--- src/mqf_defs.svh ---
// Constants for the multi-queue dual-clock FIFO block
//
// Operation
// [RULE1] Words leave the read port in the same order they entered the write port.
// [RULE2] With writing and input enabled, each write-clock rising edge stores the write bus.
// [RULE3] With reading and output enabled, each read-clock rising edge presents the next word.
// [RULE4] The outside system keeps the read over write clock ratio between one half and two.
// [RULE5] Empty shows when no unread word remains and full when no word can be stored.
// [RULE6] Storage splits into a configured number of independent queues, eight at most.
// [RULE7] A retransmit moves the read pointer back to the marked position.
// [RULE8] A mailbox register carries a word from input to output outside queue order.
// [RULE9] Port widths 9 to 36 bits behave alike except for the count of valid data bits.
// [RULE10] The input gate masks a write and the output gate gives a read skip.
// [RULE11] Master reset empties the whole buffer and every queue.
// [RULE12] Configuration loads over a parallel path or a serial path with its own clock.
// [RULE13] An enabled write advances the write pointer even when the input gate is off.
// [RULE14] Load select low targets configuration on bits 7 to 0, high targets the buffer.
// [RULE15] Empty is active low on the read clock and full is active low on the write clock.
// [RULE16] Master reset zeroes pointers and output, restores configuration and flags.
// [RULE17] Writes to a full queue are ignored and reads of an empty queue do not advance.
`ifndef MQF_DEFS_SVH
`define MQF_DEFS_SVH

// ========================================
// Register map
`define MQF_ADDR_CONFIG   12'h000
`define MQF_ADDR_FLAGS    12'h004
`define MQF_ADDR_IRQ_STAT 12'h008
`define MQF_ADDR_IRQ_MASK 12'h00C

// ========================================
// Reset values and fields
`define MQF_CFG_RESET     8'h00
`define MQF_QCNT_MSB      2
`define MQF_IRQ_OVF       0
`define MQF_IRQ_UNF       1
`define MQF_IRQ_MBX       2
`define MQF_IRQ_W         3

// ========================================
// Port width masks
`define MQF_MASK_X9       36'h0000001FF
`define MQF_MASK_X12      36'h000000FFF
`define MQF_MASK_X16      36'h00000FFFF
`define MQF_MASK_X18      36'h00003FFFF
`define MQF_MASK_X20      36'h0000FFFFF
`define MQF_MASK_X24      36'h000FFFFFF
`define MQF_MASK_X32      36'h0FFFFFFFF
`define MQF_MASK_X36      36'hFFFFFFFFF

`endif

--- src/mqf_pkg.sv ---
// Types shared by the multi-queue FIFO block
package mqf_pkg;

  // Pins from outside the pclk domain, synchronised as one bundle
  typedef struct packed {
    logic        wr_clk;
    logic        write_enable;
    logic        input_gate_n;
    logic [35:0] wr_data;
    logic [2:0]  write_queue_select;
    logic        mailbox_select;
    logic        config_load_select;
    logic        rd_clk;
    logic        read_enable;
    logic        output_gate_n;
    logic        retransmit_request;
    logic        mark_request;
    logic [2:0]  read_queue_select;
    logic [2:0]  port_width_select;
    logic        master_reset_in;
    logic        serial_clk;
    logic        serial_config_enable;
    logic        serial_data_in;
  } mqf_pins_s;

endpackage

--- src/mqf_sync.sv ---
// Two-stage synchroniser for a bundle of asynchronous inputs
`timescale 1ns/100ps
module mqf_sync #(
  parameter int W = 1
) (
  // Clock and reset
  input  wire logic         clk,
  input  wire logic         rst_n,
  // Data
  input  wire logic [W-1:0] d,
  output logic      [W-1:0] q
);

  logic [W-1:0] meta_reg;

  // First stage feeds only the second
  always_ff @(posedge clk or negedge rst_n) begin
    if (!rst_n) begin
      meta_reg <= '0;
      q        <= '0;
    end else begin
      meta_reg <= d;
      q        <= meta_reg;
    end
  end

endmodule

--- src/mqf_top.sv ---
// Multi-queue FIFO with pin-side ports sampled by pclk and APB registers
`timescale 1ns/100ps
`include "mqf_defs.svh"
module mqf_top #(
  parameter int QAW = 3
) (
  // APB
  input  wire logic        pclk,
  input  wire logic        presetn,
  input  wire logic [11:0] paddr,
  input  wire logic        psel,
  input  wire logic        penable,
  input  wire logic        pwrite,
  input  wire logic [31:0] pwdata,
  output logic      [31:0] prdata,
  output logic             pready,
  output logic             pslverr,
  // Write port
  input  wire logic        wr_clk,
  input  wire logic        write_enable,
  input  wire logic        input_gate_n,
  input  wire logic [35:0] wr_data,
  input  wire logic [2:0]  write_queue_select,
  input  wire logic        mailbox_select,
  input  wire logic        config_load_select,
  // Read port
  input  wire logic        rd_clk,
  input  wire logic        read_enable,
  input  wire logic        output_gate_n,
  input  wire logic        retransmit_request,
  input  wire logic        mark_request,
  input  wire logic [2:0]  read_queue_select,
  output logic      [35:0] rd_data,
  output logic             rd_data_oe,
  output logic             output_word_valid,
  output logic      [2:0]  output_queue_tag,
  // Flags
  output logic             empty_flag_n,
  output logic             full_flag_n,
  output logic             irq,
  // Configuration and reset
  input  wire logic [2:0]  port_width_select,
  input  wire logic        master_reset_in,
  input  wire logic        serial_clk,
  input  wire logic        serial_config_enable,
  input  wire logic        serial_data_in
);

  localparam int QN = 8;
  localparam int AW = QAW + 3;
  localparam logic [QAW:0] QDEPTH = (QAW+1)'(1 << QAW);

  // ========================================
  // Pin synchronisers and edge finders
  mqf_pkg::mqf_pins_s pins_raw;
  mqf_pkg::mqf_pins_s pins;

  // Same order as the struct
  assign pins_raw = {wr_clk, write_enable, input_gate_n, wr_data, write_queue_select,
                     mailbox_select, config_load_select, rd_clk, read_enable,
                     output_gate_n, retransmit_request, mark_request, read_queue_select,
                     port_width_select, master_reset_in, serial_clk,
                     serial_config_enable, serial_data_in};

  mqf_sync #(.W($bits(mqf_pkg::mqf_pins_s))) u_sync (
    .clk   (pclk),
    .rst_n (presetn),
    .d     (pins_raw),
    .q     (pins)
  );

  logic wclk_d;
  logic rclk_d;
  logic sclk_d;

  always_ff @(posedge pclk or negedge presetn) begin
    if (!presetn) begin
      wclk_d <= 1'b0;
      rclk_d <= 1'b0;
      sclk_d <= 1'b0;
    end else begin
      wclk_d <= pins.wr_clk;
      rclk_d <= pins.rd_clk;
      sclk_d <= pins.serial_clk;
    end
  end

  logic wr_tick;
  logic rd_tick;
  logic s_tick;
  logic mreset;
  assign wr_tick = pins.wr_clk & ~wclk_d;
  assign rd_tick = pins.rd_clk & ~rclk_d;
  assign s_tick  = pins.serial_clk & ~sclk_d;
  assign mreset  = pins.master_reset_in;

  // ========================================
  // Configuration and width
  logic [7:0]  cfg_reg;
  logic [2:0]  wq;
  logic [2:0]  rq;
  logic        wq_ok;
  logic        rq_ok;
  logic [35:0] wmask;

  assign wq    = pins.write_queue_select;
  assign rq    = pins.read_queue_select;
  assign wq_ok = wq <= cfg_reg[`MQF_QCNT_MSB:0]; // [RULE6]
  assign rq_ok = rq <= cfg_reg[`MQF_QCNT_MSB:0]; // [RULE6]

  // Width only trims bus bits; queue behaviour is the same for all widths
  always_comb begin
    case (pins.port_width_select) // [RULE9]
      3'h0:    wmask = `MQF_MASK_X9;
      3'h1:    wmask = `MQF_MASK_X12;
      3'h2:    wmask = `MQF_MASK_X16;
      3'h3:    wmask = `MQF_MASK_X18;
      3'h4:    wmask = `MQF_MASK_X20;
      3'h5:    wmask = `MQF_MASK_X24;
      3'h6:    wmask = `MQF_MASK_X32;
      default: wmask = `MQF_MASK_X36;
    endcase
  end

  // ========================================
  // Queue pointers
  logic [QAW:0] wptr [QN];
  logic [QAW:0] rptr [QN];
  logic [QAW:0] mark [QN];
  logic [QN-1:0] q_empty;
  logic [QN-1:0] q_full;

  always_comb begin
    for (int i = 0; i < QN; i++) begin
      q_empty[i] = (wptr[i] == rptr[i]); // [RULE5]
      q_full[i]  = ((wptr[i] - rptr[i]) == QDEPTH); // [RULE5]
    end
  end

  logic wr_go;
  logic rd_go;
  logic wr_fifo;
  logic wr_ovf;
  logic wr_cfg;
  logic wr_mbx;
  logic rd_fifo;
  logic rd_unf;
  logic rd_cfg;
  logic rd_mbx;
  logic rtx_go;
  logic mark_go;

  assign wr_go   = wr_tick & pins.write_enable & ~mreset;
  assign rd_go   = rd_tick & pins.read_enable & ~mreset;
  assign wr_cfg  = wr_go & ~pins.config_load_select; // [RULE14]
  assign wr_mbx  = wr_go & pins.config_load_select & pins.mailbox_select;
  assign wr_fifo = wr_go & pins.config_load_select & ~pins.mailbox_select & wq_ok
                   & ~q_full[wq]; // [RULE17]
  assign wr_ovf  = wr_go & pins.config_load_select & ~pins.mailbox_select & ~wr_fifo;
  assign rd_cfg  = rd_go & ~pins.config_load_select; // [RULE14]
  assign rd_mbx  = rd_go & pins.config_load_select & pins.mailbox_select;
  assign rd_fifo = rd_go & pins.config_load_select & ~pins.mailbox_select & rq_ok
                   & ~q_empty[rq]; // [RULE17]
  assign rd_unf  = rd_go & pins.config_load_select & ~pins.mailbox_select & ~rd_fifo;
  assign rtx_go  = rd_tick & pins.retransmit_request & rq_ok & ~mreset;
  assign mark_go = rd_tick & pins.mark_request & rq_ok & ~mreset;

  // Write pointer moves even on a gated write; that slot keeps old data
  for (genvar g = 0; g < QN; g++) begin : g_q
    always_ff @(posedge pclk or negedge presetn) begin
      if (!presetn) begin
        wptr[g] <= '0;
        rptr[g] <= '0;
        mark[g] <= '0;
      end else if (mreset) begin // [RULE11] [RULE16]
        wptr[g] <= '0;
        rptr[g] <= '0;
        mark[g] <= '0;
      end else begin
        if (wr_fifo && wq == 3'(g)) begin
          wptr[g] <= wptr[g] + 1'b1; // [RULE13]
        end
        if (rtx_go && rq == 3'(g)) begin
          rptr[g] <= mark[g]; // [RULE7]
        end else if (rd_fifo && rq == 3'(g)) begin
          rptr[g] <= rptr[g] + 1'b1; // [RULE1]
        end
        if (mark_go && rq == 3'(g)) begin
          mark[g] <= rptr[g];
        end
      end
    end
  end

  // ========================================
  // Storage and mailbox
  logic [35:0] mem [QN << QAW];
  logic [35:0] mbx_reg;
  logic [AW-1:0] wr_idx;
  logic [AW-1:0] rd_idx;
  logic [35:0] wr_word;
  logic [35:0] rd_word;

  assign wr_idx  = {wq, wptr[wq][QAW-1:0]};
  assign rd_idx  = {rq, rptr[rq][QAW-1:0]};
  assign wr_word = pins.wr_data & wmask;
  assign rd_word = mem[rd_idx];

  // Data only, so no reset; pointers define what is valid
  always_ff @(posedge pclk) begin
    if (wr_fifo && !pins.input_gate_n) begin
      mem[wr_idx] <= wr_word; // [RULE2] [RULE10]
    end
  end

  always_ff @(posedge pclk or negedge presetn) begin
    if (!presetn) begin
      mbx_reg <= '0;
    end else if (mreset) begin
      mbx_reg <= '0;
    end else if (wr_mbx) begin
      mbx_reg <= wr_word; // [RULE8]
    end
  end

  // ========================================
  // Read port outputs
  always_ff @(posedge pclk or negedge presetn) begin
    if (!presetn) begin
      rd_data           <= '0;
      output_word_valid <= 1'b0;
      output_queue_tag  <= '0;
    end else if (mreset) begin
      rd_data           <= '0; // [RULE16]
      output_word_valid <= 1'b0;
      output_queue_tag  <= '0;
    end else begin
      output_word_valid <= 1'b0;
      if (rd_fifo && !pins.output_gate_n) begin
        rd_data           <= rd_word; // [RULE3]
        output_word_valid <= 1'b1;
        output_queue_tag  <= rq;
      end else if (rd_mbx) begin
        rd_data           <= mbx_reg; // [RULE8]
        output_word_valid <= 1'b1;
      end else if (rd_cfg) begin
        rd_data <= {28'h0000000, cfg_reg}; // [RULE14]
      end
    end
  end

  // Gated read still advances: that is the read skip
  always_ff @(posedge pclk or negedge presetn) begin
    if (!presetn) begin
      rd_data_oe <= 1'b0;
    end else begin
      rd_data_oe <= ~pins.output_gate_n; // [RULE10]
    end
  end

  // Flags follow the selected queues; an unused queue reads as empty
  always_ff @(posedge pclk or negedge presetn) begin
    if (!presetn) begin
      empty_flag_n <= 1'b0;
      full_flag_n  <= 1'b1;
    end else if (mreset) begin
      empty_flag_n <= 1'b0; // [RULE16]
      full_flag_n  <= 1'b1;
    end else begin
      empty_flag_n <= rq_ok & ~q_empty[rq]; // [RULE15]
      full_flag_n  <= ~(wq_ok & q_full[wq]); // [RULE15]
    end
  end

  // ========================================
  // APB slave, one wait state per access
  logic acc;
  logic take;
  logic apb_cfg_wr;
  logic ser_go;
  logic [31:0] rd_mux;
  logic        rd_err;
  logic [`MQF_IRQ_W-1:0] irq_stat_reg;
  logic [`MQF_IRQ_W-1:0] irq_mask_reg;
  logic [`MQF_IRQ_W-1:0] irq_ev;

  assign acc        = psel & penable;
  assign take       = acc & pready & pwrite;
  assign apb_cfg_wr = take & (paddr == `MQF_ADDR_CONFIG);
  assign ser_go     = s_tick & pins.serial_config_enable;

  always_comb begin
    rd_err = 1'b0;
    case (paddr)
      `MQF_ADDR_CONFIG:   rd_mux = {24'h000000, cfg_reg};
      `MQF_ADDR_FLAGS:    rd_mux = {16'h0000, q_full, q_empty};
      `MQF_ADDR_IRQ_STAT: rd_mux = {28'h0000000, irq_stat_reg};
      `MQF_ADDR_IRQ_MASK: rd_mux = {28'h0000000, irq_mask_reg};
      default: begin
        rd_mux = 32'h00000000;
        rd_err = 1'b1;
      end
    endcase
  end

  always_ff @(posedge pclk or negedge presetn) begin
    if (!presetn) begin
      pready  <= 1'b0;
      prdata  <= '0;
      pslverr <= 1'b0;
    end else begin
      pready  <= acc & ~pready;
      pslverr <= acc & ~pready & rd_err;
      if (acc && !pready) begin
        prdata <= pwrite ? 32'h00000000 : rd_mux;
      end
    end
  end

  // Priority: master reset, APB, parallel load, serial shift
  always_ff @(posedge pclk or negedge presetn) begin
    if (!presetn) begin
      cfg_reg <= `MQF_CFG_RESET;
    end else if (mreset) begin
      cfg_reg <= `MQF_CFG_RESET; // [RULE16]
    end else if (apb_cfg_wr) begin
      cfg_reg <= pwdata[7:0];
    end else if (wr_cfg) begin
      cfg_reg <= pins.wr_data[7:0]; // [RULE12] [RULE14]
    end else if (ser_go) begin
      cfg_reg <= {cfg_reg[6:0], pins.serial_data_in}; // [RULE12]
    end
  end

  // ========================================
  // Interrupts: sticky, write one to clear, set wins
  always_comb begin
    irq_ev                = '0;
    irq_ev[`MQF_IRQ_OVF] = wr_ovf;
    irq_ev[`MQF_IRQ_UNF] = rd_unf;
    irq_ev[`MQF_IRQ_MBX] = wr_mbx;
  end

  always_ff @(posedge pclk or negedge presetn) begin
    if (!presetn) begin
      irq_stat_reg <= '0;
      irq_mask_reg <= '0;
      irq          <= 1'b0;
    end else begin
      if (take && paddr == `MQF_ADDR_IRQ_MASK) begin
        irq_mask_reg <= pwdata[`MQF_IRQ_W-1:0];
      end
      if (take && paddr == `MQF_ADDR_IRQ_STAT) begin
        irq_stat_reg <= (irq_stat_reg & ~pwdata[`MQF_IRQ_W-1:0]) | irq_ev;
      end else begin
        irq_stat_reg <= irq_stat_reg | irq_ev;
      end
      irq <= |(irq_stat_reg & irq_mask_reg);
    end
  end

  logic [QAW:0] wptr_sel;
  logic [QAW:0] rptr_sel;
  logic [QAW:0] mark_sel;
  assign wptr_sel = wptr[wq];
  assign rptr_sel = rptr[rq];
  assign mark_sel = mark[rq];
endmodule

--- config.mk ---
export PLATFORM = sky130hd
export DESIGN_NAME = mqf_top
export DESIGN_NICKNAME = d
export VERILOG_FILES = /design/src/mqf_pkg.sv /design/src/mqf_sync.sv /design/src/mqf_top.sv
export VERILOG_INCLUDE_DIRS = /design/src
export SDC_FILE = /design/constraint.sdc
export NUM_CORES = 2
export LEC_CHECK = 0
export ABC_AREA = 1
export BUFFER_PORTS_ARGS = -buffer_cell sky130_fd_sc_hd__buf_2
export CORE_UTILIZATION = 45
export DETAILED_ROUTE_END_ITERATION = 8
export SKIP_CTS_REPAIR_TIMING = 1
export SLEW_MARGIN = 15
export SYNTH_ARGS = -nofsm -noshare
export SYNTH_HDL_FRONTEND = slang
export SYNTH_SLANG_ARGS = --single-unit
--- constraint.sdc ---
create_clock -name pclk -period 8 [get_ports pclk]
set_input_delay 0 -clock pclk [delete_from_list [all_inputs] [get_ports pclk]]
set_output_delay 0 -clock pclk [all_outputs]
set_load 0.005 [all_outputs]
Yosys cells after proc, flatten, opt, wreduce, memory -nomap -nowiden
Memories as Yosys holds them, arrays and structs flattened.
Cells that the tools add are included.
{"block": "word_totals", "regBits": 345, "ramBits": 2304, "in_bits": 108, "memories": 1}
{"memory": "mem", "words": 64, "width": 36, "rd": 1, "rd_ports_with_merged_regs": 0, "wr": 1, "line_no": "mqf_top.sv:197", "rtl": "logic [35:0] mem [QN << QAW];"}
{"block": "classes", "n_addsub": 24, "order_cmp": 6, "eq_ne": 39, "muxes": 90, "bitwise_logic": 57, "reduce_logical": 74}
{"op": "$pmux 36 s7", "count": 1}
{"op": "$mux 4", "count": 56}
{"op": "$mux 36", "count": 6}
{"op": "$add 4x1->4 const B", "count": 16}
{"op": "$pmux 16 s4", "count": 1}
{"op": "$logic_and 1x1->1", "count": 37}
{"op": "$and 1x1->1", "count": 36}
{"op": "$and 36x36->36", "count": 1}
{"op": "$reduce_bool 2->1", "count": 18}
{"op": "$eq 3x3->1 const B", "count": 11}
{"op": "$eq 4x4->1", "count": 8}
{"op": "$eq 4x4->1 const B", "count": 8}
{"op": "$mux 32", "count": 1}
{"op": "$mux 8", "count": 4}
{"op": "$sub 4x4->4", "count": 8}
{"op": "$bmux 4 s3", "count": 2}
{"op": "$eq 12x4->1 const B", "count": 2}
{"op": "$reduce_bool 3->1", "count": 8}
{"op": "$mux 3", "count": 7}
{"op": "$eq 3x2->1 const B", "count": 6}
{"op": "$not 1->1", "count": 13}
{"op": "$eq 12x3->1 const B", "count": 1}
{"op": "$logic_not 12->1", "count": 1}
{"op": "$mux 1", "count": 10}
{"op": "other kinds (14)", "count": 28}

Longest topological paths before layout
{"block": "depth", "depth_word": 12, "depth_mapped": 19}

Modules after synthesis
A second synthesis with hierarchy kept.
{"block": "hier_totals", "cells_unflattened": 9415, "hier_area_um2": 108207.5}
{"module": "mqf_top", "n_inst": 1, "cells_each": 9297, "area_per_inst_um2": 105254.7}
{"module": "mqf_sync", "n_inst": 1, "cells_each": 118, "area_per_inst_um2": 2952.8}

Worst setup path after synthesis
No wires, ideal clock.
{"block": "synth_timing", "kind": "flip-flop to flip-flop", "start": "register rptr[1] (netlist bit)", "end": "memory mem[40][0] (enable)", "setup_time_ns": 0.429, "t_arrival_ns": 3.658, "required_time_ns": 7.571, "setup_slack_ns": 3.913, "stages_incl_launch_ff": 14, "path_buffers": 0, "synth_period_minus_slack_ns": 4.087, "path_cell_list": "dfrtp_1 inv_1 ha_1 inv_1 o21bai_1 a21oi_1 xnor2_1 nand3_1 o21ai_0 o21ai_2 nand2_1 inv_1 nand4_2 nor2_1"}
{"block": "synth_via", "elab_chain_len": 9}
{"item": "start, declared", "line_no": "mqf_top.sv:128", "rtl": "logic [QAW:0] rptr [QN];"}
{"item": "start signal, assigned by index", "line_no": "mqf_top.sv:184", "rtl": "rptr[g] <= mark[g];"}
{"item": "start signal, assigned by index", "line_no": "mqf_top.sv:186", "rtl": "rptr[g] <= rptr[g] + 1'b1;"}
{"item": "$sub 4x4->4", "line_no": "mqf_top.sv:136", "rtl": "q_full[i] = ((wptr[i] - rptr[i]) == QDEPTH);"}
{"item": "$eq 4x4->1", "line_no": "mqf_top.sv:136"}
{"item": "$bmux 1 s3", "line_no": "mqf_top.sv:158", "rtl": "& ~q_full[wq];"}
{"item": "$mux 1 (not written as such)", "line_no": "mqf_top.sv:158"}
{"item": "$not 1->1", "line_no": "mqf_top.sv:158"}
{"item": "$and 1x1->1", "line_no": "mqf_top.sv:158"}
{"item": "$logic_and 1x1->1", "line_no": "mqf_top.sv:211", "rtl": "if (wr_fifo && !pins.input_gate_n) begin"}
{"item": "$mux 1", "line_no": "mqf_top.sv:211"}
{"item": "$mux 1 (not written as such)", "line_no": "mqf_top.sv:212", "rtl": "mem[wr_idx] <= wr_word;"}
{"item": "end, declared", "line_no": "mqf_top.sv:197"}
No other way between the ends. The select of a mux whose other input is x is not followed.

Final worst setup path
{"block": "layout_timing", "start": "register u_sync.q[7]", "end": "register rd_data[10]"}
{"block": "layout_via", "elab_chain_len": 7}
{"item": "start, declared", "line_no": "mqf_sync.sv:11", "rtl": "output logic [W-1:0] q"}
{"item": "start signal, assigned", "line_no": "mqf_sync.sv:23", "rtl": "q <= meta_reg;"}
{"item": "$not 3->4 / $bmux 1 s3 (equally long branches)"}
{"item": "$bmux 4 s3 / $mux 1 (equally long branches)"}
{"item": "$mux 3 (not written as such) / $not 1->1 (equally long branches)", "line_no": "mqf_top.sv:205, mqf_top.sv:163"}
{"item": "$mux 3 (not written as such) / $and 1x1->1 (equally long branches)", "line_no": "mqf_top.sv:205, mqf_top.sv:163"}
{"item": "$mem_v2 64x36 / $logic_and 1x1->1 (equally long branches)"}
{"item": "$mux 36", "line_no": "mqf_top.sv:239", "rtl": "if (rd_fifo && !pins.output_gate_n) begin"}
{"item": "$mux 36", "line_no": "mqf_top.sv:233", "rtl": "end else if (mreset) begin"}
{"item": "end signal, assigned", "line_no": "mqf_top.sv:240", "rtl": "rd_data <= rd_word;"}
{"item": "end signal, assigned", "line_no": "mqf_top.sv:244", "rtl": "rd_data <= mbx_reg;"}
{"item": "end signal, assigned", "line_no": "mqf_top.sv:247", "rtl": "rd_data <= {28'h0000000, cfg_reg};"}
{"item": "end, declared", "line_no": "mqf_top.sv:33", "rtl": "output logic [35:0] rd_data,"}
Several ways; a longest one is shown, not always the timed one. The select of a mux whose other input is x is not followed.
A chain may end at the register's enable or synchronous reset.

==> impl_metrics.json <==
{
  "fin_tns_setup_ps": 0,
  "critical_path.cell_chain": "inv_2 > nand2_1 > inv_4 > a21oi_1 > nand2_1 > nand2_1 > nand2_4 > inv_8 > buf_4 > nand3_1 > nand3_1 > nand2_1 > nor2_1 > nand2_1 > nand3_1 > nand2_1 > nand2_1",
  "dp_cells": 12301,
  "antenna_found_initial": 4,
  "slew_violations": 0,
  "cellPowerDensity_mw_per_mm2": 241.3,
  "layout-area-overhead-vs-synth_pct": 13.22,
  "layout_commonest_cell": "nand3_1",
  "tritoncts_clock_tree": "built",
  "leakagePower_nw": 45.35,
  "die_width_microns": 492.5,
  "clock-root-buffer": "clkbuf_16",
  "number_of_flip_flops_in_the_largest_register": 2304,
  "arrival_ps": 6050,
  "cp_max_fo": 63,
  "first_global_vias": 71049,
  "violations": "negative hold slack",
  "first_pass_iters": 7,
  "fin_cells": 12947,
  "cts-buffers-inserted": 285,
  "dpl.hpwl_mm": 171.0,
  "wl_mm": 326.2,
  "status": "finished, violations left",
  "syn_inst": 9415,
  "initial_cell_density_of_the_core": 0.4538,
  "clk_latency_ps": 940,
  "final_cell_mix": "nand3_1 (2728), nand2_1 (2369), edfxtp_1 (2304)",
  "synth-edff-count": 2304,
  "min-delay-path-class": "input port to flop",
  "slew_headroom": 0.1855,
  "antenna_nets_post_route": 0,
  "finalSetupViolCount": 0,
  "rsz0062_at_grt": "no",
  "synth.ff_latch_count": 2633,
  "routed_wire_length_per_instance_microns": 25.19,
  "synthDistinctLibCells": 47,
  "worst_setup_path_end_kind": "flop",
  "antenna_diodes": 0,
  "cts_max_path_buffers": 4,
  "worst_clock_skew_ps": 66.75,
  "io_buffer_count": 145,
  "report.final.hold_viol_count": 1,
  "h_tree_lvls": 5,
  "timing.critical_path.from_type": "flop",
  "drive_above_1_share": 0.08569,
  "cp_common_cell": "nand2_1",
  "critical_path.n_buffers_inverters": 4,
  "dieArea_sq_mm": 0.2425,
  "timing_worst_slew_pin_value_ps": 1222,
  "post-route-drc-count": 0,
  "period_minus_slack_ps": 5199,
  "core-area_sq_mm": 0.2385,
  "mappedNetlistArea_sq_mm": 0.1083,
  "grt_max_degree": 189,
  "synth-async-reset-ratio": 0.1250,
  "cts.sinks": 2633,
  "ys_seq_area_frac": 0.7152,
  "floorplan.rows": 179,
  "avgSynthCellArea_sq_um": 11.50,
  "dr_total_vias": 75645,
  "path_delay_family": "buffers and inverters",
  "crit_slowest_cell": "buf_4",
  "crit_path_category": "flop to flop",
  "vias_per_cell": 5.843,
  "globalRoute.totalOverflow": 0,
  "max-vdd-ir-drop_v": 0.0002098,
  "grt_first_pass_wirelength_mm": 472.1,
  "global_route_usage_over_all_layers": 0.2625,
  "synth_warnings": 0,
  "worst_path_largest_cell_delay_ps": 940,
  "timing.final.crit_share": 0.6499,
  "number_of_violations_reported_at_the_end_of_detailed_routing_iteration_0": 9265,
  "design.final.nets": 9742,
  "most_common_flop_cell_mapped_by_yosys": "edfxtp_1",
  "fmax_mhz": 192.3,
  "fin_hold_ws_ps": -9.750,
  "path_clk_slew_ps": 60,
  "pin_count": 186,
  "fp.dieH_microns": 492.5,
  "maxCapViolCount": 0,
  "place.gp.congestion": 0.8724,
  "crit_required_ps": 8850
}
## power by group
part | internal (W) | total, W | switching, W
combinational | 0.000577 | 0.00227 | 0.00169
clock | 0.00708 | 0.0123 | 0.00520
sequential | 0.0150 | 0.0150 | 0.0000386
## Yosys cell counts, types with 3 or more instances
cell / instances / area [sq um]
xor2_1: 30 / 262.8
nand3_2: 3 / 30.03
nand4_2: 4 / 50.05
dfrtp_1: 328 / 8208
nand2_1: 2370 / 8896
mux2i_1: 5 / 50.05
and3_1: 3 / 18.77
buf_1: 59 / 221.5
buf_4: 20 / 150.1
a31oi_1: 3 / 18.77
o21ai_1: 9 / 45.04
a221oi_1: 3 / 26.28
nor3_1: 7 / 35.03
inv_2: 21 / 78.83
a21oi_1: 19 / 95.09
nand2_2: 4 / 25.02
clkbuf_1: 173 / 649.4
a22oi_1: 9 / 67.56
o22ai_1: 56 / 350.3
nor2_1: 363 / 1363
buf_2: 372 / 1862
edfxtp_1: 2304 / 69190
ha_1: 46 / 575.6
xnor2_1: 20 / 175.2
inv_1: 239 / 897.1
nand3_1: 2729 / 13660
o21ai_0: 152 / 760.7
o211ai_1: 11 / 82.58
nand4_1: 24 / 150.1
o21bai_1: 6 / 45.04
## metrics by stage
step	power, W	setup WS, ps	util	cell area (sq um)
finish	0.02958	2801	0.5138	122600
global placement	0.01745	2894	0.4710	112300
global route	0.03040	2629	0.5138	122600
detailed placement	0.01748	2874	0.4710	112300
floorplan	0.01666	3913	-	108300
CTS	0.02960	2862	0.5067	120900
## path summary, 6_finish.rpt
check,slack [ps],from,end,depth (start not counted)
max,2800,u_sync.q[7]$_DFF_PN0_,rd_data[10]$_DFFE_PN0P_,17
min,-10,paddr[9],prdata[1]$_DFFE_PN0P_,8
max reg2reg,2800,u_sync.q[7]$_DFF_PN0_,rd_data[10]$_DFFE_PN0P_,17
min reg2reg,340,u_sync.meta_reg[21]$_DFF_PN0_,u_sync.q[21]$_DFF_PN0_,0
max in group asynchronous,6760,presetn,u_sync.q[27]$_DFF_PN0_,4
min in group asynchronous,230,presetn,full_flag_n$_DFF_PN1_,3
## layout make-up
type / instances / area, sq um
fillers: 20349 / 116000
flip-flops and latches: 2633 / 77430
multi-input cells: 5911 / 27570
clock buffers: 379 / 7899
repair buffers: 495 / 4059
well taps: 3167 / 3963
inverters: 262 / 1012
clock inverters: 100 / 618.1
## worst register-to-register path, stage by stage (launching register included)
cell and delay, ps:
dfrtp_1 640, inv_2 220, nand2_1 290, inv_4 340, a21oi_1 260, nand2_1 100, nand2_1 120, nand2_4 390
inv_8 630, buf_4 950, nand3_1 210, nand3_1 130, nand2_1 70, nor2_1 260, nand2_1 100, nand3_1 280
nand2_1 100, nand2_1 70
## logic make-up (layout without fill, tap and decap cells)
logic type               count (synthesis)  after routing  share of synthesized area
AO/OA/AOI/OAI                          279            279                    0.01468
XOR/XNOR                                50             50                   0.004045
adder cells (fa/ha/maj)                 46             46                   0.005317
buffers and inverters                  886           1236                    0.03572
flip-flops                            2633           2633                     0.7152
multiplexers                             5              5                  0.0004624
other                                    1             16                 0.00003464
AND/OR/NAND/NOR                       5515           5515                     0.2246
## routing by layer
metal,GRT usage,part of all wire
met5,0,0
met4,0.09933,0.040
met3,0.04023,0.089
met2,0.4168,0.47
met1,0.3654,0.41
Power figures use the tool's default switching activity.
